<file path="config.mk">
export PLATFORM = sky130hd
export DESIGN_NAME = adccr_top
export DESIGN_NICKNAME = d
export VERILOG_FILES = /design/src/design/adccr_pkg.sv /design/src/design/adccr_volume_sum.sv /design/src/design/adccr_top.sv
export SDC_FILE = /design/constraint.sdc
export NUM_CORES = 1
export LEC_CHECK = 0
export BUFFER_PORTS_ARGS = -buffer_cell sky130_fd_sc_hd__buf_2
export CORE_MARGIN = 4
export CORE_UTILIZATION = 49
export CTS_CLUSTER_DIAMETER = 120
export DETAILED_ROUTE_END_ITERATION = 12
export PLACE_DENSITY = 0.86
export SLEW_MARGIN = 20
export SYNTH_ARGS = -nofsm -noshare
export SYNTH_HDL_FRONTEND = slang
export SYNTH_SLANG_ARGS = --single-unit
</file>
<file path="constraint.sdc">
create_clock -name CLK_SYS_I -period 1.68 [get_ports CLK_SYS_I]
set_input_delay 0.168 -clock CLK_SYS_I [delete_from_list [all_inputs] [get_ports CLK_SYS_I]]
set_output_delay 0.168 -clock CLK_SYS_I [all_outputs]
set_load 0.005 [all_outputs]
</file>
<file path="src/design/adccr_pkg.sv">
package adccr_pkg;

	// register port widths
	localparam int ADDR_W = 8;
	localparam int DATA_W = 8;

	// register offsets on the control port
	localparam logic [7:0] OFS_DSP_CONFIG_ZERO = 8'h6b;
	localparam logic [7:0] OFS_DSP_CONFIG_ONE  = 8'h6c;
	localparam logic [7:0] OFS_INPUT_ENABLES   = 8'h73;
	localparam logic [7:0] OFS_SLOT_ENABLES    = 8'h74;

	// reset values
	localparam logic [7:0] RST_DSP_CONFIG_ZERO = 8'h01;
	localparam logic [7:0] RST_DSP_CONFIG_ONE  = 8'h40;
	localparam logic [7:0] RST_INPUT_ENABLES   = 8'hc0;
	localparam logic [7:0] RST_SLOT_ENABLES    = 8'h00;

	// field positions, dsp config zero
	localparam int DECIM_LSB = 4;
	localparam int SUM_LSB   = 2;
	localparam int HPF_LSB   = 0;
	// field positions, dsp config one
	localparam int GANG_BIT  = 7;
	localparam int BIQ_LSB   = 5;
	localparam int SOFT_BIT  = 4;
	// enable registers: channel one at the top bit, low nibble reserved
	localparam int EN_TOP_BIT           = 7;
	localparam logic [7:0] EN_WRITE_MASK = 8'hf0;

	// volume codes
	localparam logic [7:0] VOL_MUTE  = 8'h00;
	localparam logic [7:0] VOL_UNITY = 8'hc9;

	// fixed high-pass cutoffs in millionths of the output rate
	localparam logic [13:0] HPF_CUSTOM_PPM = 14'h0000;
	localparam logic [13:0] HPF_FC1_PPM    = 14'h00fa;
	localparam logic [13:0] HPF_FC2_PPM    = 14'h07d0;
	localparam logic [13:0] HPF_FC3_PPM    = 14'h1f40;

	// decimation filter response
	typedef enum logic [1:0] {
		DECIM_LINEAR,
		DECIM_LOW_LAT,
		DECIM_ULTRA_LOW,
		DECIM_RSVD
	} adccr_decim_e;

	// channel summation mode
	typedef enum logic [1:0] {
		SUM_OFF,
		SUM_AVG_ONE_TWO,
		SUM_RSVD2,
		SUM_RSVD3
	} adccr_sum_e;

	// high-pass selection
	typedef enum logic [1:0] {
		HPF_CUSTOM_IIR,
		HPF_FIXED_FC1,
		HPF_FIXED_FC2,
		HPF_FIXED_FC3
	} adccr_hpf_e;

	// decoded configuration handed to the processing chain
	typedef struct packed {
		adccr_decim_e decimation_response_sel;
		adccr_sum_e   channel_summation_sel;
		adccr_hpf_e   highpass_select;
		logic         highpass_custom;
		logic [13:0]  highpass_cutoff_ppm;
		logic         volume_ganging;
		logic [1:0]   biquad_count;
		logic         soft_step_en;
	} adccr_cfg_s;

endpackage

</file>
<file path="src/design/adccr_volume_sum.sv">
`timescale 1ns/1ns
// per-channel volume selection with ganging, and two-channel averaging
module adccr_volume_sum #(
	parameter int SAMPLE_W = 24
) (
	input  wire logic                clk_i,
	input  wire logic                rst_b_i,
	input  wire logic                gang_i,
	input  wire logic                sum_avg_i,
	input  wire logic [3:0][7:0]     vol_i,
	input  wire logic [SAMPLE_W-1:0] samp_one_i,
	input  wire logic [SAMPLE_W-1:0] samp_two_i,
	output logic      [3:0][7:0]     vol_o,
	output logic      [3:0]          mute_o,
	output logic      [SAMPLE_W-1:0] samp_o
);

	// whole state of this stage
	typedef struct packed {
		logic [3:0][7:0]     vol;
		logic [3:0]          mute;
		logic [SAMPLE_W-1:0] samp;
	} adccr_vs_state_s;

	adccr_vs_state_s state_reg;  // registered state
	adccr_vs_state_s state_next; // next state
	logic [SAMPLE_W:0] sum_wide; // one extra bit so the sum never wraps

	// pick volumes, detect mute, average the first two channels
	always_comb
	begin
		state_next = state_reg;
		sum_wide   = {samp_one_i[SAMPLE_W-1], samp_one_i}
			+ {samp_two_i[SAMPLE_W-1], samp_two_i};
		for (int ch = 0; ch < 4; ch++)
		begin
			// ganged: all channels follow channel one [RL7] [RL6]
			state_next.vol[ch]  = gang_i ? vol_i[0] : vol_i[ch];
			// code zero mutes [RL16]
			state_next.mute[ch] = (state_next.vol[ch] == adccr_pkg::VOL_MUTE);
		end
		// average is the arithmetic half of the sum [RL2]
		state_next.samp = sum_avg_i ? sum_wide[SAMPLE_W:1] : samp_one_i;
	end

	// register the stage
	always_ff @(posedge clk_i or negedge rst_b_i)
	begin
		if (!rst_b_i)
			state_reg <= '0;
		else
			state_reg <= state_next;
	end

	assign vol_o  = state_reg.vol;
	assign mute_o = state_reg.mute;
	assign samp_o = state_reg.samp;

	gang_volume_a: assert property ( // [RL7]
		@(posedge clk_i) disable iff (!rst_b_i)
		gang_i |=> (vol_o[3] == $past(vol_i[0]))
		&& (vol_o[1] == $past(vol_i[0])))
		else $error("ganged channel not using channel one volume");

	own_volume_a: assert property ( // [RL6]
		@(posedge clk_i) disable iff (!rst_b_i)
		!gang_i |=> (vol_o[2] == $past(vol_i[2])))
		else $error("unganged channel lost its own volume");

	sum_average_a: assert property ( // [RL2]
		@(posedge clk_i) disable iff (!rst_b_i)
		sum_avg_i |=> (samp_o == $past(sum_wide[SAMPLE_W:1])))
		else $error("summed output is not the average");

	mute_code_a: assert property ( // [RL16]
		@(posedge clk_i) disable iff (!rst_b_i)
		mute_o[0] |-> (vol_o[0] == 8'h00))
		else $error("mute flagged on a nonzero volume");

endmodule // adccr_volume_sum

</file>
<file path="src/design/adccr_top.sv">
// Decided for this implementation: the plain strobed port.
`timescale 1ns/1ns
// How it works
// (RL1) decimation code picks linear, low, ultra-low latency
// (RL2) summation code one averages channels one, two
// (RL3) high-pass code zero routes custom all-pass IIR
// (RL4) codes one to three pick fixed cutoffs
// (RL5) high-pass selection resets to code one
// (RL6) ganging clear: each channel own volume
// (RL7) ganging set: all channels use channel one
// (RL8) biquad count equals field, resets to two
// (RL9) soft-step bit clear ramps, set steps at once
// (RL10) top four bits enable inputs, reset one-one-zero-zero
// (RL11) disabled output slot is left undriven
// (RL12) top four bits enable slots, reset disabled
// (RL13) software writes reset values into reserved bits
// (RL14) software avoids reserved decimation and summation codes
// (RL15) power-up bit powers only enabled channels
// (RL16) volume zero mutes, code 201 is unity
module adccr_top #(
	parameter int SAMPLE_W = 24
) (
	input  wire logic                      CLK_SYS_I,
	input  wire logic                      RST_B_I,
	input  wire logic [7:0]                REG_ADDR_I,
	input  wire logic [7:0]                REG_WDATA_I,
	input  wire logic                      REG_WR_I,
	input  wire logic                      REG_RD_I,
	output logic      [7:0]                REG_RDATA_O,
	input  wire logic                      CH_POWER_UP_I,
	input  wire logic [3:0][7:0]           CH_VOLUME_I,
	input  wire logic [SAMPLE_W-1:0]       SAMPLE_ONE_I,
	input  wire logic [SAMPLE_W-1:0]       SAMPLE_TWO_I,
	input  wire logic                      SER_BIT_I,
	input  wire logic [1:0]                SER_SLOT_I,
	input  wire logic                      SER_ACTIVE_I,
	output adccr_pkg::adccr_cfg_s          CFG_O,
	output logic      [3:0]                CH_INPUT_EN_O,
	output logic      [3:0]                CH_POWERED_O,
	output logic      [3:0][7:0]           CH_VOLUME_O,
	output logic      [3:0]                CH_MUTED_O,
	output logic      [SAMPLE_W-1:0]       SAMPLE_O,
	output logic                           SDOUT_O,
	output logic                           SDOUT_OE_O
);

	// whole state of the register bank
	typedef struct packed {
		logic [7:0]            cfg_zero;  // dsp config zero
		logic [7:0]            cfg_one;   // dsp config one
		logic [7:0]            in_en;     // input channel enables
		logic [7:0]            slot_en;   // output slot enables
		logic [7:0]            rdata;     // read answer
		adccr_pkg::adccr_cfg_s cfg;       // decoded configuration
		logic [3:0]            in_ch;     // input enables by channel
		logic [3:0]            powered;   // channels powered up
		logic                  sd;        // serial data out
		logic                  sd_oe;     // serial data drive enable
	} adccr_state_s;

	// enable bits by channel: index zero is channel one at the top bit
	function automatic logic [3:0] chan_bits(input logic [7:0] r);
		logic [3:0] b;
		b = '0;
		for (int ch = 0; ch < 4; ch++)
			b[ch] = r[adccr_pkg::EN_TOP_BIT - ch];
		return b;
	endfunction

	// decode both config registers into the chain settings
	function automatic adccr_pkg::adccr_cfg_s decode_cfg(
		input logic [7:0] c0,
		input logic [7:0] c1
	);
		adccr_pkg::adccr_cfg_s d;
		d.decimation_response_sel =
			adccr_pkg::adccr_decim_e'(c0[adccr_pkg::DECIM_LSB +: 2]); // [RL1]
		d.channel_summation_sel =
			adccr_pkg::adccr_sum_e'(c0[adccr_pkg::SUM_LSB +: 2]);
		d.highpass_select =
			adccr_pkg::adccr_hpf_e'(c0[adccr_pkg::HPF_LSB +: 2]);
		d.highpass_custom = 1'h0;
		// choose filter from the high-pass code
		case (d.highpass_select)
			adccr_pkg::HPF_CUSTOM_IIR:
			begin
				// programmable section, all-pass by default [RL3]
				d.highpass_custom     = 1'h1;
				d.highpass_cutoff_ppm = adccr_pkg::HPF_CUSTOM_PPM;
			end
			adccr_pkg::HPF_FIXED_FC1:
				d.highpass_cutoff_ppm = adccr_pkg::HPF_FC1_PPM; // [RL4]
			adccr_pkg::HPF_FIXED_FC2:
				d.highpass_cutoff_ppm = adccr_pkg::HPF_FC2_PPM; // [RL4]
			adccr_pkg::HPF_FIXED_FC3:
				d.highpass_cutoff_ppm = adccr_pkg::HPF_FC3_PPM; // [RL4]
			default:
				d.highpass_cutoff_ppm = adccr_pkg::HPF_CUSTOM_PPM;
		endcase
		d.volume_ganging = c1[adccr_pkg::GANG_BIT];          // [RL6] [RL7]
		d.biquad_count   = c1[adccr_pkg::BIQ_LSB +: 2];      // [RL8]
		d.soft_step_en   = !c1[adccr_pkg::SOFT_BIT];         // [RL9]
		return d;
	endfunction

	// state after reset
	localparam adccr_state_s STATE_RST = '{
		cfg_zero: adccr_pkg::RST_DSP_CONFIG_ZERO, // [RL1] [RL2] [RL5]
		cfg_one:  adccr_pkg::RST_DSP_CONFIG_ONE,  // [RL6] [RL8] [RL9]
		in_en:    adccr_pkg::RST_INPUT_ENABLES,   // [RL10]
		slot_en:  adccr_pkg::RST_SLOT_ENABLES,    // [RL12]
		rdata:    8'h00,
		cfg:      decode_cfg(adccr_pkg::RST_DSP_CONFIG_ZERO,
			adccr_pkg::RST_DSP_CONFIG_ONE),
		in_ch:    chan_bits(adccr_pkg::RST_INPUT_ENABLES),
		powered:  4'h0,
		sd:       1'h0,
		sd_oe:    1'h0
	};

	adccr_state_s state_reg;   // registered state
	adccr_state_s state_next;  // next state
	logic [3:0]   slot_ch;     // slot enables by channel, current

	assign slot_ch = chan_bits(state_reg.slot_en);

	// register writes, read answer, power and serial drive
	always_comb
	begin
		state_next       = state_reg;
		state_next.rdata = 8'h00;
		// writes: config registers keep all bits
		if (REG_WR_I)
		begin
			case (REG_ADDR_I)
				adccr_pkg::OFS_DSP_CONFIG_ZERO:
					state_next.cfg_zero = REG_WDATA_I;
				adccr_pkg::OFS_DSP_CONFIG_ONE:
					state_next.cfg_one = REG_WDATA_I;
				// low nibble is read-only zero [RL10] [RL13]
				adccr_pkg::OFS_INPUT_ENABLES:
					state_next.in_en = REG_WDATA_I & adccr_pkg::EN_WRITE_MASK;
				adccr_pkg::OFS_SLOT_ENABLES:
					state_next.slot_en = REG_WDATA_I & adccr_pkg::EN_WRITE_MASK;
				// unmapped writes are dropped
				default:
					state_next.rdata = 8'h00;
			endcase
		end
		// reads answer in the next cycle, unmapped reads give zero
		if (REG_RD_I)
		begin
			case (REG_ADDR_I)
				adccr_pkg::OFS_DSP_CONFIG_ZERO:
					state_next.rdata = state_reg.cfg_zero;
				adccr_pkg::OFS_DSP_CONFIG_ONE:
					state_next.rdata = state_reg.cfg_one;
				adccr_pkg::OFS_INPUT_ENABLES:
					state_next.rdata = state_reg.in_en;
				adccr_pkg::OFS_SLOT_ENABLES:
					state_next.rdata = state_reg.slot_en;
				default:
					state_next.rdata = 8'h00;
			endcase
		end
		// decoded settings track the registers in the same cycle
		state_next.cfg   = decode_cfg(state_next.cfg_zero, state_next.cfg_one);
		state_next.in_ch = chan_bits(state_next.in_en);          // [RL10]
		// power only enabled channels, all off when cleared [RL15]
		state_next.powered = CH_POWER_UP_I ? state_reg.in_ch : 4'h0;
		// drive the slot only when its enable is set [RL11] [RL12]
		state_next.sd_oe = SER_ACTIVE_I && slot_ch[SER_SLOT_I];
		state_next.sd    = state_next.sd_oe ? SER_BIT_I : 1'h0;
	end

	// register the bank
	always_ff @(posedge CLK_SYS_I or negedge RST_B_I)
	begin
		if (!RST_B_I)
			state_reg <= STATE_RST;
		else
			state_reg <= state_next;
	end

	// volume ganging and two-channel summation stage
	adccr_volume_sum #(
		.SAMPLE_W (SAMPLE_W)
	) u_volume_sum (
		.clk_i      (CLK_SYS_I),
		.rst_b_i    (RST_B_I),
		.gang_i     (state_reg.cfg.volume_ganging),
		.sum_avg_i  (state_reg.cfg.channel_summation_sel
			== adccr_pkg::SUM_AVG_ONE_TWO),
		.vol_i      (CH_VOLUME_I),
		.samp_one_i (SAMPLE_ONE_I),
		.samp_two_i (SAMPLE_TWO_I),
		.vol_o      (CH_VOLUME_O),
		.mute_o     (CH_MUTED_O),
		.samp_o     (SAMPLE_O)
	);

	// outputs straight from the state register
	assign REG_RDATA_O   = state_reg.rdata;
	assign CFG_O         = state_reg.cfg;
	assign CH_INPUT_EN_O = state_reg.in_ch;
	assign CH_POWERED_O  = state_reg.powered;
	assign SDOUT_O       = state_reg.sd;
	assign SDOUT_OE_O    = state_reg.sd_oe;

	reset_values_a: assert property (@(posedge CLK_SYS_I) // [RL5]
		$rose(RST_B_I) |-> (CFG_O.highpass_select == adccr_pkg::HPF_FIXED_FC1)
		&& (CFG_O.biquad_count == 2'h2) && (CH_INPUT_EN_O == 4'h3)
		&& (state_reg.slot_en == 8'h00) && CFG_O.soft_step_en)
		else $error("bank did not come out of reset at defaults");

	decim_write_a: assert property ( // [RL1]
		@(posedge CLK_SYS_I) disable iff (!RST_B_I)
		REG_WR_I && (REG_ADDR_I == adccr_pkg::OFS_DSP_CONFIG_ZERO)
		&& (REG_WDATA_I[5:4] == 2'h2)
		|=> (CFG_O.decimation_response_sel == adccr_pkg::DECIM_ULTRA_LOW))
		else $error("ultra-low latency code not applied");

	// every response code written shows up decoded one cycle later
	decim_code_a: assert property ( // [RL1]
		@(posedge CLK_SYS_I) disable iff (!RST_B_I)
		REG_WR_I && (REG_ADDR_I == adccr_pkg::OFS_DSP_CONFIG_ZERO)
		|=> (CFG_O.decimation_response_sel == $past(REG_WDATA_I[5:4])))
		else $error("decimation response code not taken");

	// only code one turns averaging on
	sum_select_a: assert property ( // [RL2]
		@(posedge CLK_SYS_I) disable iff (!RST_B_I)
		REG_WR_I && (REG_ADDR_I == adccr_pkg::OFS_DSP_CONFIG_ZERO)
		|=> ((CFG_O.channel_summation_sel == adccr_pkg::SUM_AVG_ONE_TWO)
		== ($past(REG_WDATA_I[3:2]) == 2'h1)))
		else $error("summation code not taken");

	hpf_cutoff_a: assert property ( // [RL4]
		@(posedge CLK_SYS_I) disable iff (!RST_B_I)
		(CFG_O.highpass_select == adccr_pkg::HPF_FIXED_FC3)
		|-> (CFG_O.highpass_cutoff_ppm == 14'h1f40) && !CFG_O.highpass_custom)
		else $error("third fixed cutoff wrong");

	// lowest fixed cutoff, the one active after reset
	hpf_fixed_a: assert property ( // [RL4]
		@(posedge CLK_SYS_I) disable iff (!RST_B_I)
		(CFG_O.highpass_select == adccr_pkg::HPF_FIXED_FC1)
		|-> (CFG_O.highpass_cutoff_ppm == 14'h00fa) && !CFG_O.highpass_custom)
		else $error("first fixed cutoff wrong");

	hpf_middle_a: assert property ( // [RL4]
		@(posedge CLK_SYS_I) disable iff (!RST_B_I)
		(CFG_O.highpass_select == adccr_pkg::HPF_FIXED_FC2)
		|-> (CFG_O.highpass_cutoff_ppm == 14'h07d0) && !CFG_O.highpass_custom)
		else $error("second fixed cutoff wrong");

	hpf_custom_a: assert property ( // [RL3]
		@(posedge CLK_SYS_I) disable iff (!RST_B_I)
		REG_WR_I && (REG_ADDR_I == adccr_pkg::OFS_DSP_CONFIG_ZERO)
		&& (REG_WDATA_I[1:0] == 2'h0) |=> CFG_O.highpass_custom)
		else $error("custom IIR not routed on code zero");

	soft_step_a: assert property ( // [RL9]
		@(posedge CLK_SYS_I) disable iff (!RST_B_I)
		REG_WR_I && (REG_ADDR_I == adccr_pkg::OFS_DSP_CONFIG_ONE)
		|=> (CFG_O.soft_step_en == !$past(REG_WDATA_I[4]))
		&& (CFG_O.biquad_count == $past(REG_WDATA_I[6:5])))
		else $error("soft-step or biquad count not taken");

	gang_write_a: assert property ( // [RL7]
		@(posedge CLK_SYS_I) disable iff (!RST_B_I)
		REG_WR_I && (REG_ADDR_I == adccr_pkg::OFS_DSP_CONFIG_ONE)
		|=> (CFG_O.volume_ganging == $past(REG_WDATA_I[7])))
		else $error("volume ganging bit not taken");

	in_enable_a: assert property ( // [RL10]
		@(posedge CLK_SYS_I) disable iff (!RST_B_I)
		REG_WR_I && (REG_ADDR_I == adccr_pkg::OFS_INPUT_ENABLES)
		|=> (CH_INPUT_EN_O[0] == $past(REG_WDATA_I[7]))
		&& (CH_INPUT_EN_O[3] == $past(REG_WDATA_I[4]))
		&& (state_reg.in_en[3:0] == 4'h0))
		else $error("input enable mapping wrong");

	slot_write_a: assert property ( // [RL12]
		@(posedge CLK_SYS_I) disable iff (!RST_B_I)
		REG_WR_I && (REG_ADDR_I == adccr_pkg::OFS_SLOT_ENABLES)
		|=> (state_reg.slot_en == {$past(REG_WDATA_I[7:4]), 4'h0}))
		else $error("slot enable write not taken");

	power_gate_a: assert property ( // [RL15]
		@(posedge CLK_SYS_I) disable iff (!RST_B_I)
		CH_POWER_UP_I |=> ((CH_POWERED_O & ~$past(CH_INPUT_EN_O)) == 4'h0))
		else $error("disabled channel was powered");

	power_down_a: assert property ( // [RL15]
		@(posedge CLK_SYS_I) disable iff (!RST_B_I)
		!CH_POWER_UP_I |=> (CH_POWERED_O == 4'h0))
		else $error("channel still powered after power-down");

	power_match_a: assert property ( // [RL15]
		@(posedge CLK_SYS_I) disable iff (!RST_B_I)
		CH_POWER_UP_I |=> (CH_POWERED_O == $past(CH_INPUT_EN_O)))
		else $error("enabled channel was not powered");

	slot_tristate_a: assert property ( // [RL11]
		@(posedge CLK_SYS_I) disable iff (!RST_B_I)
		SER_ACTIVE_I && !state_reg.slot_en[7 - SER_SLOT_I] |=> !SDOUT_OE_O)
		else $error("disabled slot was driven");

	slot_drive_a: assert property ( // [RL12]
		@(posedge CLK_SYS_I) disable iff (!RST_B_I)
		SER_ACTIVE_I && state_reg.slot_en[7 - SER_SLOT_I]
		|=> SDOUT_OE_O && (SDOUT_O == $past(SER_BIT_I)))
		else $error("enabled slot not driven");

	read_back_a: assert property ( // [RL13]
		@(posedge CLK_SYS_I) disable iff (!RST_B_I)
		REG_RD_I && (REG_ADDR_I == adccr_pkg::OFS_SLOT_ENABLES)
		|=> (REG_RDATA_O[3:0] == 4'h0))
		else $error("reserved slot bits read nonzero");

endmodule // adccr_top

</file>
---- After elaboration in Yosys (flattened, before gate mapping) ----
Index checks and enable logic that the tools add are counted.
operators by class
  mux-type cells .......................... 17
  equality and inequality tests ........... 8
  $add $sub $neg .......................... 1
  order comparisons ....................... 1
  reduce and logical (&&, ||, !) cells .... 10
operator list
  kind                                                                          count
  8-bit 2-to-1 mux                                                              7
  14-bit case mux with 4 select lines                                           1
  38-bit 2-to-1 mux                                                             1
  8-bit by 7-bit == test with 1-bit output, second input constant               4
  8-bit zero test                                                               4
  8-bit case mux with 4 select lines                                            1
  24-bit by 24-bit adder with 25-bit output                                     1
  24-bit 2-to-1 mux                                                             1
  6-bit 2-to-1 mux                                                              1
  2-bit AND reduction                                                           3
  2-bit by 1-bit == test with 1-bit output, second input constant               2
  2-bit == test, second input constant                                          2
  4-bit 2-to-1 mux                                                              1
  2-bit by 3-bit less-than comparator with 1-bit output, second input constant  1
  1-bit 2-to-1 mux                                                              3
  1-bit binary-select mux with 2-bit select                                     1
  2-bit zero test                                                               1
  1-bit logical AND                                                             1
  1-bit zero test                                                               1
word-level totals
  output and inout port bits .............. 103
  input port bits ......................... 105
  word-level logic and storage cells ...... 62
  register bits ........................... 127

---- Longest topological paths before layout ----
Gate-level depths: netlist of run 1.
  depth after elaboration ................. 5
  gate-level depth with buffers ........... 8
  mapped depth without buffers ............ 8

---- By module ----
Synthesis of run 1 repeated with hierarchy kept, for this count alone.
second synthesis, totals
  cells, all modules ...................... 532
  area total of the unflattened synthesis .. 5758.0 sq um
modules (own cells, without submodules)
  module            sequential area each (sq um)  area an instance (sq um)  cells an instance  times used
  adccr_volume_sum  1501.4                        3392.0                    346                1
  adccr_top         1136.1                        2366.0                    186                1

---- Worst setup path before layout of run 1 ----
Ideal clock, no wire load.
  path type ............................... input to register
  start point ............................. input port SAMPLE_ONE_I[2]
  end point ............................... register u_volume_sum.state_reg (netlist bit u_volume_sum.samp_o[16])
  path buffers ............................ 0
  arrival ................................. 1.987 ns
  data required time ...................... 1.554 ns
  setup slack ............................. -0.433 ns
  stages on the path ...................... 7
  library setup time ...................... 0.126 ns
  cells stage by stage .................... ha_1 > a21oi_1 > a2111oi_1 > nor2_1 > a211oi_1 > mux2_2 > a221o_1
RTL lines
  item                  line                    source
  from (decl)           adccr_top.sv:32         input wire logic [SAMPLE_W-1:0] SAMPLE_ONE_I,
  to (signal assigned)  adccr_volume_sum.sv:52  state_reg <= state_next;
  to (decl)             adccr_volume_sum.sv:25  adccr_vs_state_s state_reg;

==> PnR_summary.wiki, run 1 <==
{| class="wikitable"
! Metric !! Value
|-
| Top FF cell, synth || sky130_fd_sc_hd__dfrtp_1
|-
| Relative slew slack || 63.0%
|-
| Number of DRC violations after detailed routing || 0
|-
| Slew at the pin with the worst max-slew slack || 0.555 ns
|-
| Origin of the worst min-delay path || SAMPLE_ONE_I[4]
|-
| Share of synthesized area occupied by flip-flops and latches || 48.7%
|-
| Static power due to leakage || 0.00387 µW
|-
| Number of enable-type register cells in the synthesized netlist || 0
|-
| DRT antenna net count || 0
|-
| Critical path start-end classification || in -> reg
|-
| Worst r2r path cells || 3
|-
| Horizontal die dimension || 113 µm
|-
| IO Pins || 208
|-
| Final hold violation count || 0
|-
| Yosys warning count || 0
|-
| Post-Layout Cell Count || 935
|-
| Library cell occupying the most area in the post-synthesis netlist || sky130_fd_sc_hd__dfrtp_1
|-
| Register clock-pin slew on the reported worst setup and hold paths || 0.11 ns
|-
| GPL Wtd Cong || 0.944
|-
| Required time of the critical path || 1.91 ns
|-
| DR vias || 5029
|-
| Clk_lat worst skew || 0.36 ns
|-
| Standard cell core area || 0.0108 mm²
|-
| Quantity of I/O buffers inserted on ports || 204
|-
| Initial antenna violation count || 0
|-
| Global-route wire length before repair || 24.9 mm
|-
| Worst path slowest cell || sky130_fd_sc_hd__a2111oi_4
|-
| Area share of the leading cell type in the synthesized netlist || 44.8%
|-
| Maximum achievable frequency || 553 MHz
|-
| Filler cell count || 752
|-
| Clock Skew || 0.0216 ns
|-
| Die Area || 0.0128 mm²
|-
| Maximum number of pins on one net before global-route repair || 106
|-
| Sink Count || 105
|-
| Yosys cell types || 57
|-
| Setup TNS Final || -0.288 ns
|-
| Area contributors post-synth || sky130_fd_sc_hd__dfrtp_1 (45%), sky130_fd_sc_hd__ha_1 (6.2%), sky130_fd_sc_hd__buf_4 (5.7%), sky130_fd_sc_hd__mux2_2 (4.8%), sky130_fd_sc_hd__o21ai_0 (4.2%)
|-
| Effective utilization at floorplan || 50.0%
|-
| Worst-case setup margin in the final layout || -0.127 ns
|-
| Number of cells on the worst hold path || 3
|-
| Violated checks || setup timing
|-
| Register area || 0.00264 mm²
|-
| List of most frequent post-synthesis cells || sky130_fd_sc_hd__dfrtp_1 (97), sky130_fd_sc_hd__nand2_1 (56), sky130_fd_sc_hd__o21ai_0 (45)
|-
| Final min period || 1.81 ns
|-
| DP Wirelength || 12.1 mm
|-
| Netlist Area Pre-Place || 0.00542 mm²
|-
| Cell count after placement || 901
|-
| Number of flip-flops under the largest register name || 32
|-
| Crit end category || flop
|-
| Largest stage delay on the critical path || 0.43 ns
|-
| End of the worst register-to-register path || u_volume_sum.samp_o[6]
|-
| Final Slew Violations || 0
|-
| Hold Crit Class || in -> reg
|-
| Final net count || 923
|-
| Post-synthesis instance total || 530
|-
| Die Y-Extent || 113 µm
|-
| Max_cap viols || 0
|-
| Average wire length per cell after detail routing || 17.3 µm
|-
| Ordered list of cells on the worst path || buf_2 -> ha_1 -> nand2_1 -> a21o_1 -> a2111o_1 -> a2111oi_4 -> nor3_2 -> a211o_1
|-
| Length of the first detailed-routing pass in iterations || 5
|-
| RSZ-0062 raised after global routing || true
|-
| Fraction of layout instances using a drive strength above 1 || 49.6%
|-
| Synthesis-to-layout area growth || 41.1%
|-
| Reg2Reg Launch Point || state_reg[70]
|-
| WP data arrival || 2.04 ns
|-
| Worst Setup Start Kind || input port
|-
| Endpoint of the worst hold-timing path || u_volume_sum.samp_o[4]
|-
| Leading cell type by number of instances after synthesis || sky130_fd_sc_hd__dfrtp_1
|-
| Buffer depth of the longest clock path || 2
|-
| Total number of placement rows || 38
|-
| Final period util || 108%
|-
| Buffers plus inverters on the worst setup path || 1
|-
| Largest driver fanout on the critical path || 5
|-
| GRT Overall Usage || 24.3%
|-
| Number of vias per cell || 5.38
|-
| Cell area power density || 741 mW/mm²
|-
| Flip-flop and latch count after synthesis || 105
|-
| Synth Area per Inst || 10.2 µm²
|-
| First-iteration detailed-routing DRC count || 482
|-
| Inserted Diodes || 0
|-
| Number of clock buffers inserted by TritonCTS || 9
|-
| Area occupied by multi-input gates || 0.00266 mm²
|-
| Worst reg2reg setup slack || 0.13 ns
|-
| Worst ir drop on vdd || 542 µV
|-
| CTS tree || yes
|-
| Synth async-reset ratio || 100%
|-
| Cell chosen for the clock root || sky130_fd_sc_hd__clkbuf_8
|-
| Status || finished with violations
|-
| Final routed wirelength across all metal layers || 16.2 mm
|-
| Number of global-route vias before repair || 5110
|-
| Remaining global-route overflow || 0
|-
| CP top delay family || compound AO/OA/AOI/OAI gates
|-
| H-tree lvl count || 3
|-
| Final Core Density || 70.5%
|-
| Final Setup Violations || 4
|}
==> worst min-delay path: stages <==
cell and delay [ns]:
sky130_fd_sc_hd__buf_6 0.09, sky130_fd_sc_hd__nand2_1 0.04, sky130_fd_sc_hd__o31ai_1 0.05
==> cells by family after synthesis <==
family,Yosys count,synth area share (%)
AND/OR/NAND/NOR,141,12.7
AO/OA/AOI/OAI,130,15.7
flip-flops,105,48.7
buffers and inverters,88,8.93
adder cells (fa/ha/maj),28,6.60
multiplexers,27,5.75
XOR/XNOR,10,1.62
other,1,0.0692
==> cells in the final DEF (no fill, tap or decap), types with 4 or more instances in the layout <==
cell and instances:
sky130_fd_sc_hd__o31ai_1 4, sky130_fd_sc_hd__nor3_1 5, sky130_fd_sc_hd__buf_6 10, sky130_fd_sc_hd__buf_4 84, sky130_fd_sc_hd__buf_2 196, sky130_fd_sc_hd__a21oi_1 18
sky130_fd_sc_hd__nand3b_1 4, sky130_fd_sc_hd__o21ai_0 37, sky130_fd_sc_hd__nand2_1 54, sky130_fd_sc_hd__xnor2_1 6, sky130_fd_sc_hd__nand3_1 6, sky130_fd_sc_hd__a21oi_2 7
sky130_fd_sc_hd__inv_1 34, sky130_fd_sc_hd__a211oi_2 4, sky130_fd_sc_hd__nand4_1 8, sky130_fd_sc_hd__dfrtp_1 97, sky130_fd_sc_hd__dfstp_2 8, sky130_fd_sc_hd__a21o_1 6
sky130_fd_sc_hd__o21a_1 8, sky130_fd_sc_hd__o21ai_1 8, sky130_fd_sc_hd__and2_1 10, sky130_fd_sc_hd__ha_4 9, sky130_fd_sc_hd__clkbuf_8 9, sky130_fd_sc_hd__nor4_1 6
sky130_fd_sc_hd__dlygate4sd3_1 9, sky130_fd_sc_hd__mux2_2 22, sky130_fd_sc_hd__ha_1 15, sky130_fd_sc_hd__a22oi_1 12, sky130_fd_sc_hd__nor3_2 4, sky130_fd_sc_hd__nor2_1 17
==> metrics by stage <==
step | power (µW) | area (µm²) | hold WS, ns | worst slack [ns]
after floorplan | 3380 | 5620 | -0.128 | -0.327
after global placement | 3960 | 7070 | 0.274 | -0.514
after detailed placement | 4000 | 7070 | 0.291 | -0.548
after CTS | 5620 | 7460 | 0.0117 | -0.0894
after global routing | 5950 | 7650 | 0.00382 | -0.158
final | 5660 | 7650 | 0.0171 | -0.127
==> layout make-up <==
type / count / share of cell area [%]
clock inverter: 5 / 0.802
inverter: 34 / 1.67
sequential: 105 / 34.5
multi-input combinational: 339 / 34.8
clock buffer: 11 / 1.72
tap: 140 / 2.29
timing repair buffer: 301 / 24.3
==> power by group <==
group / total [µW] / internal (µW) / switching (µW)
Sequential: 2710 / 2650 / 51.1
Clock: 1570 / 706 / 865
Combinational: 1390 / 691 / 697
==> repair_timing <==
action                                  in CTS  in global routing
pin swaps                                   13                 14
endpoints found under the setup margin      11                 16
hold buffers                                 9                  0
endpoints found under the hold margin      105                  0
buffers inserted                             7                  2
resized for setup                           15                 33
==> worst max path at each step <==
stage / startpoint / to / slack (ns) / cells past startpoint
finish: SAMPLE_ONE_I[9] / u_volume_sum.samp_o[21] / -0.13 / 8
global placement: SAMPLE_ONE_I[2] / u_volume_sum.samp_o[16] / -0.51 / 8
floorplan: SAMPLE_ONE_I[6] / u_volume_sum.samp_o[16] / -0.33 / 7
detailed placement: SAMPLE_ONE_I[2] / u_volume_sum.samp_o[16] / -0.55 / 8
CTS: SAMPLE_ONE_I[1] / u_volume_sum.samp_o[16] / -0.09 / 8
global route: SAMPLE_ONE_I[9] / u_volume_sum.samp_o[21] / -0.16 / 8
==> layer usage <==
layer	up-vias	GRT usage, %	part of all wire [%]
met5	-	0	0
met4	0	7.69	2.1
met3	30	4.76	7.4
met2	243	45.5	53
met1	2415	27.6	37
li1	2341	-	-
Note: power is estimated with default switching activity, not from simulation.
==> run 2, diff against run 1 <==
--- a/config.mk
+++ b/config.mk
@@ -11,6 +11,7 @@
 export CTS_CLUSTER_DIAMETER = 120
 export DETAILED_ROUTE_END_ITERATION = 12
 export PLACE_DENSITY = 0.86
+export RECOVER_POWER = 50
 export SLEW_MARGIN = 20
 export SYNTH_ARGS = -nofsm -noshare
 export SYNTH_HDL_FRONTEND = slang
==> PnR_summary.wiki, run 2 (synthesis gave the netlist of run 1 again) <==
{| class="wikitable"
! Metric !! Value
|-
| Worst hold slack across all endpoints || 0.0252 ns
|-
| Sink Count || 105
|-
| Number of cells on the worst hold path || 2
|-
| First-iteration detailed-routing DRC count || 485
|-
| Number of clock buffers inserted by TritonCTS || 9
|-
| Largest stage delay on the critical path || 0.44 ns
|-
| Initial antenna violation count || 0
|-
| Total number of placement rows || 38
|-
| Critical path origin || SAMPLE_ONE_I[9]
|-
| Status || finished with violations
|-
| Static power due to leakage || 0.00384 µW
|-
| Ordered list of cells on the worst path || buf_2 -> ha_1 -> nand2_1 -> a21o_1 -> a2111o_1 -> a2111oi_4 -> nor3_2 -> a211o_1
|-
| Final Core Density || 70.2%
|-
| GRT Overall Usage || 24.3%
|-
| Worst reg2reg setup slack || 0.13 ns
|-
| Buffer depth of the longest clock path || 2
|-
| Inserted Diodes || 0
|-
| Clock Skew || 0.0183 ns
|-
| End of the worst register-to-register path || u_volume_sum.samp_o[6]
|-
| Number of DRC violations after detailed routing || 0
|-
| Length of the first detailed-routing pass in iterations || 5
|-
| CTS tree || yes
|-
| Worst Setup Start Kind || input port
|-
| Required time of the critical path || 1.91 ns
|-
| Final min period || 1.81 ns
|-
| Crit end category || flop
|-
| DP Wirelength || 12.1 mm
|-
| Remaining global-route overflow || 0
|-
| Average wire length per cell after detail routing || 17.3 µm
|-
| Slew at the pin with the worst max-slew slack || 0.937 ns
|-
| Die Y-Extent || 113 µm
|-
| Endpoint of the worst hold-timing path || SDOUT_OE_O
|-
| Largest driver fanout on the critical path || 5
|-
| Worst path slowest cell || sky130_fd_sc_hd__a2111oi_4
|-
| Final net count || 923
|-
| Violated checks || setup timing
|-
| Final hold violation count || 0
|-
| Die Area || 0.0128 mm²
|-
| Worst r2r path cells || 3
|-
| Worst ir drop on vdd || 539 µV
|-
| Origin of the worst min-delay path || SER_ACTIVE_I
|-
| Cell chosen for the clock root || sky130_fd_sc_hd__clkbuf_8
|-
| Maximum achievable frequency || 551 MHz
|-
| DP Worst Slack || -0.548 ns
|-
| Filler cell count || 765
|-
| Number of global-route vias before repair || 5110
|-
| DRT antenna net count || 0
|-
| Final period util || 108%
|-
| Critical path start-end classification || in -> reg
|-
| Most used cells in the layout excluding fill and tap cells || sky130_fd_sc_hd__buf_2 (184), sky130_fd_sc_hd__dfrtp_1 (97), sky130_fd_sc_hd__buf_4 (83)
|-
| Commonest non-fill, non-tap cell in the layout || sky130_fd_sc_hd__buf_2
|-
| Horizontal die dimension || 113 µm
|-
| Fraction of layout instances using a drive strength above 1 || 47.7%
|-
| Final Slew Violations || 0
|-
| Final routed wirelength across all metal layers || 16.2 mm
|-
| Number of vias per cell || 5.36
|-
| Cell area power density || 742 mW/mm²
|-
| Synthesis-to-layout area growth || 40.5%
|-
| IO Pins || 208
|-
| H-tree lvl count || 3
|-
| Effective utilization at floorplan || 50.0%
|-
| Relative slew slack || 37.5%
|-
| WP data arrival || 2.04 ns
|-
| DR vias || 5009
|-
| Number of flip-flops under the largest register name || 32
|-
| Reg2Reg Launch Point || state_reg[70]
|-
| Global-route wire length before repair || 24.9 mm
|-
| GPL Wtd Cong || 0.944
|-
| RSZ-0062 raised after global routing || true
|-
| Buffers plus inverters on the worst setup path || 1
|-
| Hold Crit Class || in -> reg
|-
| Worst-case setup margin in the final layout || -0.135 ns
|-
| Standard cell core area || 0.0108 mm²
|-
| CP top delay family || compound AO/OA/AOI/OAI gates
|-
| Max_cap viols || 0
|-
| Register clock-pin slew on the reported worst setup and hold paths || 0.10 ns
|-
| Maximum number of pins on one net before global-route repair || 106
|-
| Final Setup Violations || 6
|-
| Clk_lat worst skew || 0.36 ns
|-
| Quantity of I/O buffers inserted on ports || 204
|}
## run 2: cell count changes in the layout (fill, tap and decap cells not counted), sizes merged
| cell | change |
|---|---|
| buf | -13 |
| clkbuf | +13 |
## run 2: how the worst max path moves through the flow
stage | cells past startpoint | to | slack [ns]
finish | 8 | u_volume_sum.samp_o[21] | -0.13
global route | 8 | u_volume_sum.samp_o[21] | -0.16
CTS | 8 | u_volume_sum.samp_o[16] | -0.09
detailed placement | 8 | u_volume_sum.samp_o[16] | -0.55
global placement | 8 | u_volume_sum.samp_o[16] | -0.51
floorplan | 7 | u_volume_sum.samp_o[16] | -0.33
## run 2: repair_timing
item | 4_1_cts | 5_1_grt
pin swaps | 13 | 14
hold buffers | 9 | 0
cloned | 0 | 0
setup endpoints to repair | 11 | 16
hold endpoints to repair | 105 | 0
gates resized for setup | 15 | 33
setup buffers | 7 | 2
## run 2: metrics by stage
| stage | instance area, µm² | total power (µW) | setup TNS, ns | std cells |
|---|---|---|---|---|
| detailed placement | 7070 | 4000 | -7.51 | 901 |
| global route | 7610 | 5950 | -0.835 | 935 |
| global placement | 7070 | 3960 | -6.51 | 901 |
| floorplan | 5620 | 3380 | -1.68 | 532 |
| CTS | 7460 | 5620 | -0.270 | 933 |
| finish | 7610 | 5650 | -0.337 | 935 |
## run 2: layer usage
layer | vias to the layer above | wire length [µm] | track usage (%)
met5 | - | 0 | 0
li1 | 2338 | - | -
met3 | 26 | 1150 | 4.76
met4 | 0 | 346 | 7.69
met2 | 237 | 8660 | 45.5
met1 | 2408 | 6010 | 27.6
## run 2: report_power, final
| part | internal (µW) | switching (µW) |
|---|---|---|
| Combinational | 684 | 697 |
| Sequential | 2650 | 51.6 |
| Clock | 706 | 858 |
## run 2: layout make-up
class	count	area (µm²)	share of cell area (%)
Clock inverter	5	61.3	0.805
Clock buffer	11	131	1.73
Timing Repair Buffer	301	1830	24.0
Tap cell	140	175	2.30
Sequential cell	105	2640	34.6
Multi-Input combinational cell	339	2650	34.8
Inverter	34	128	1.68
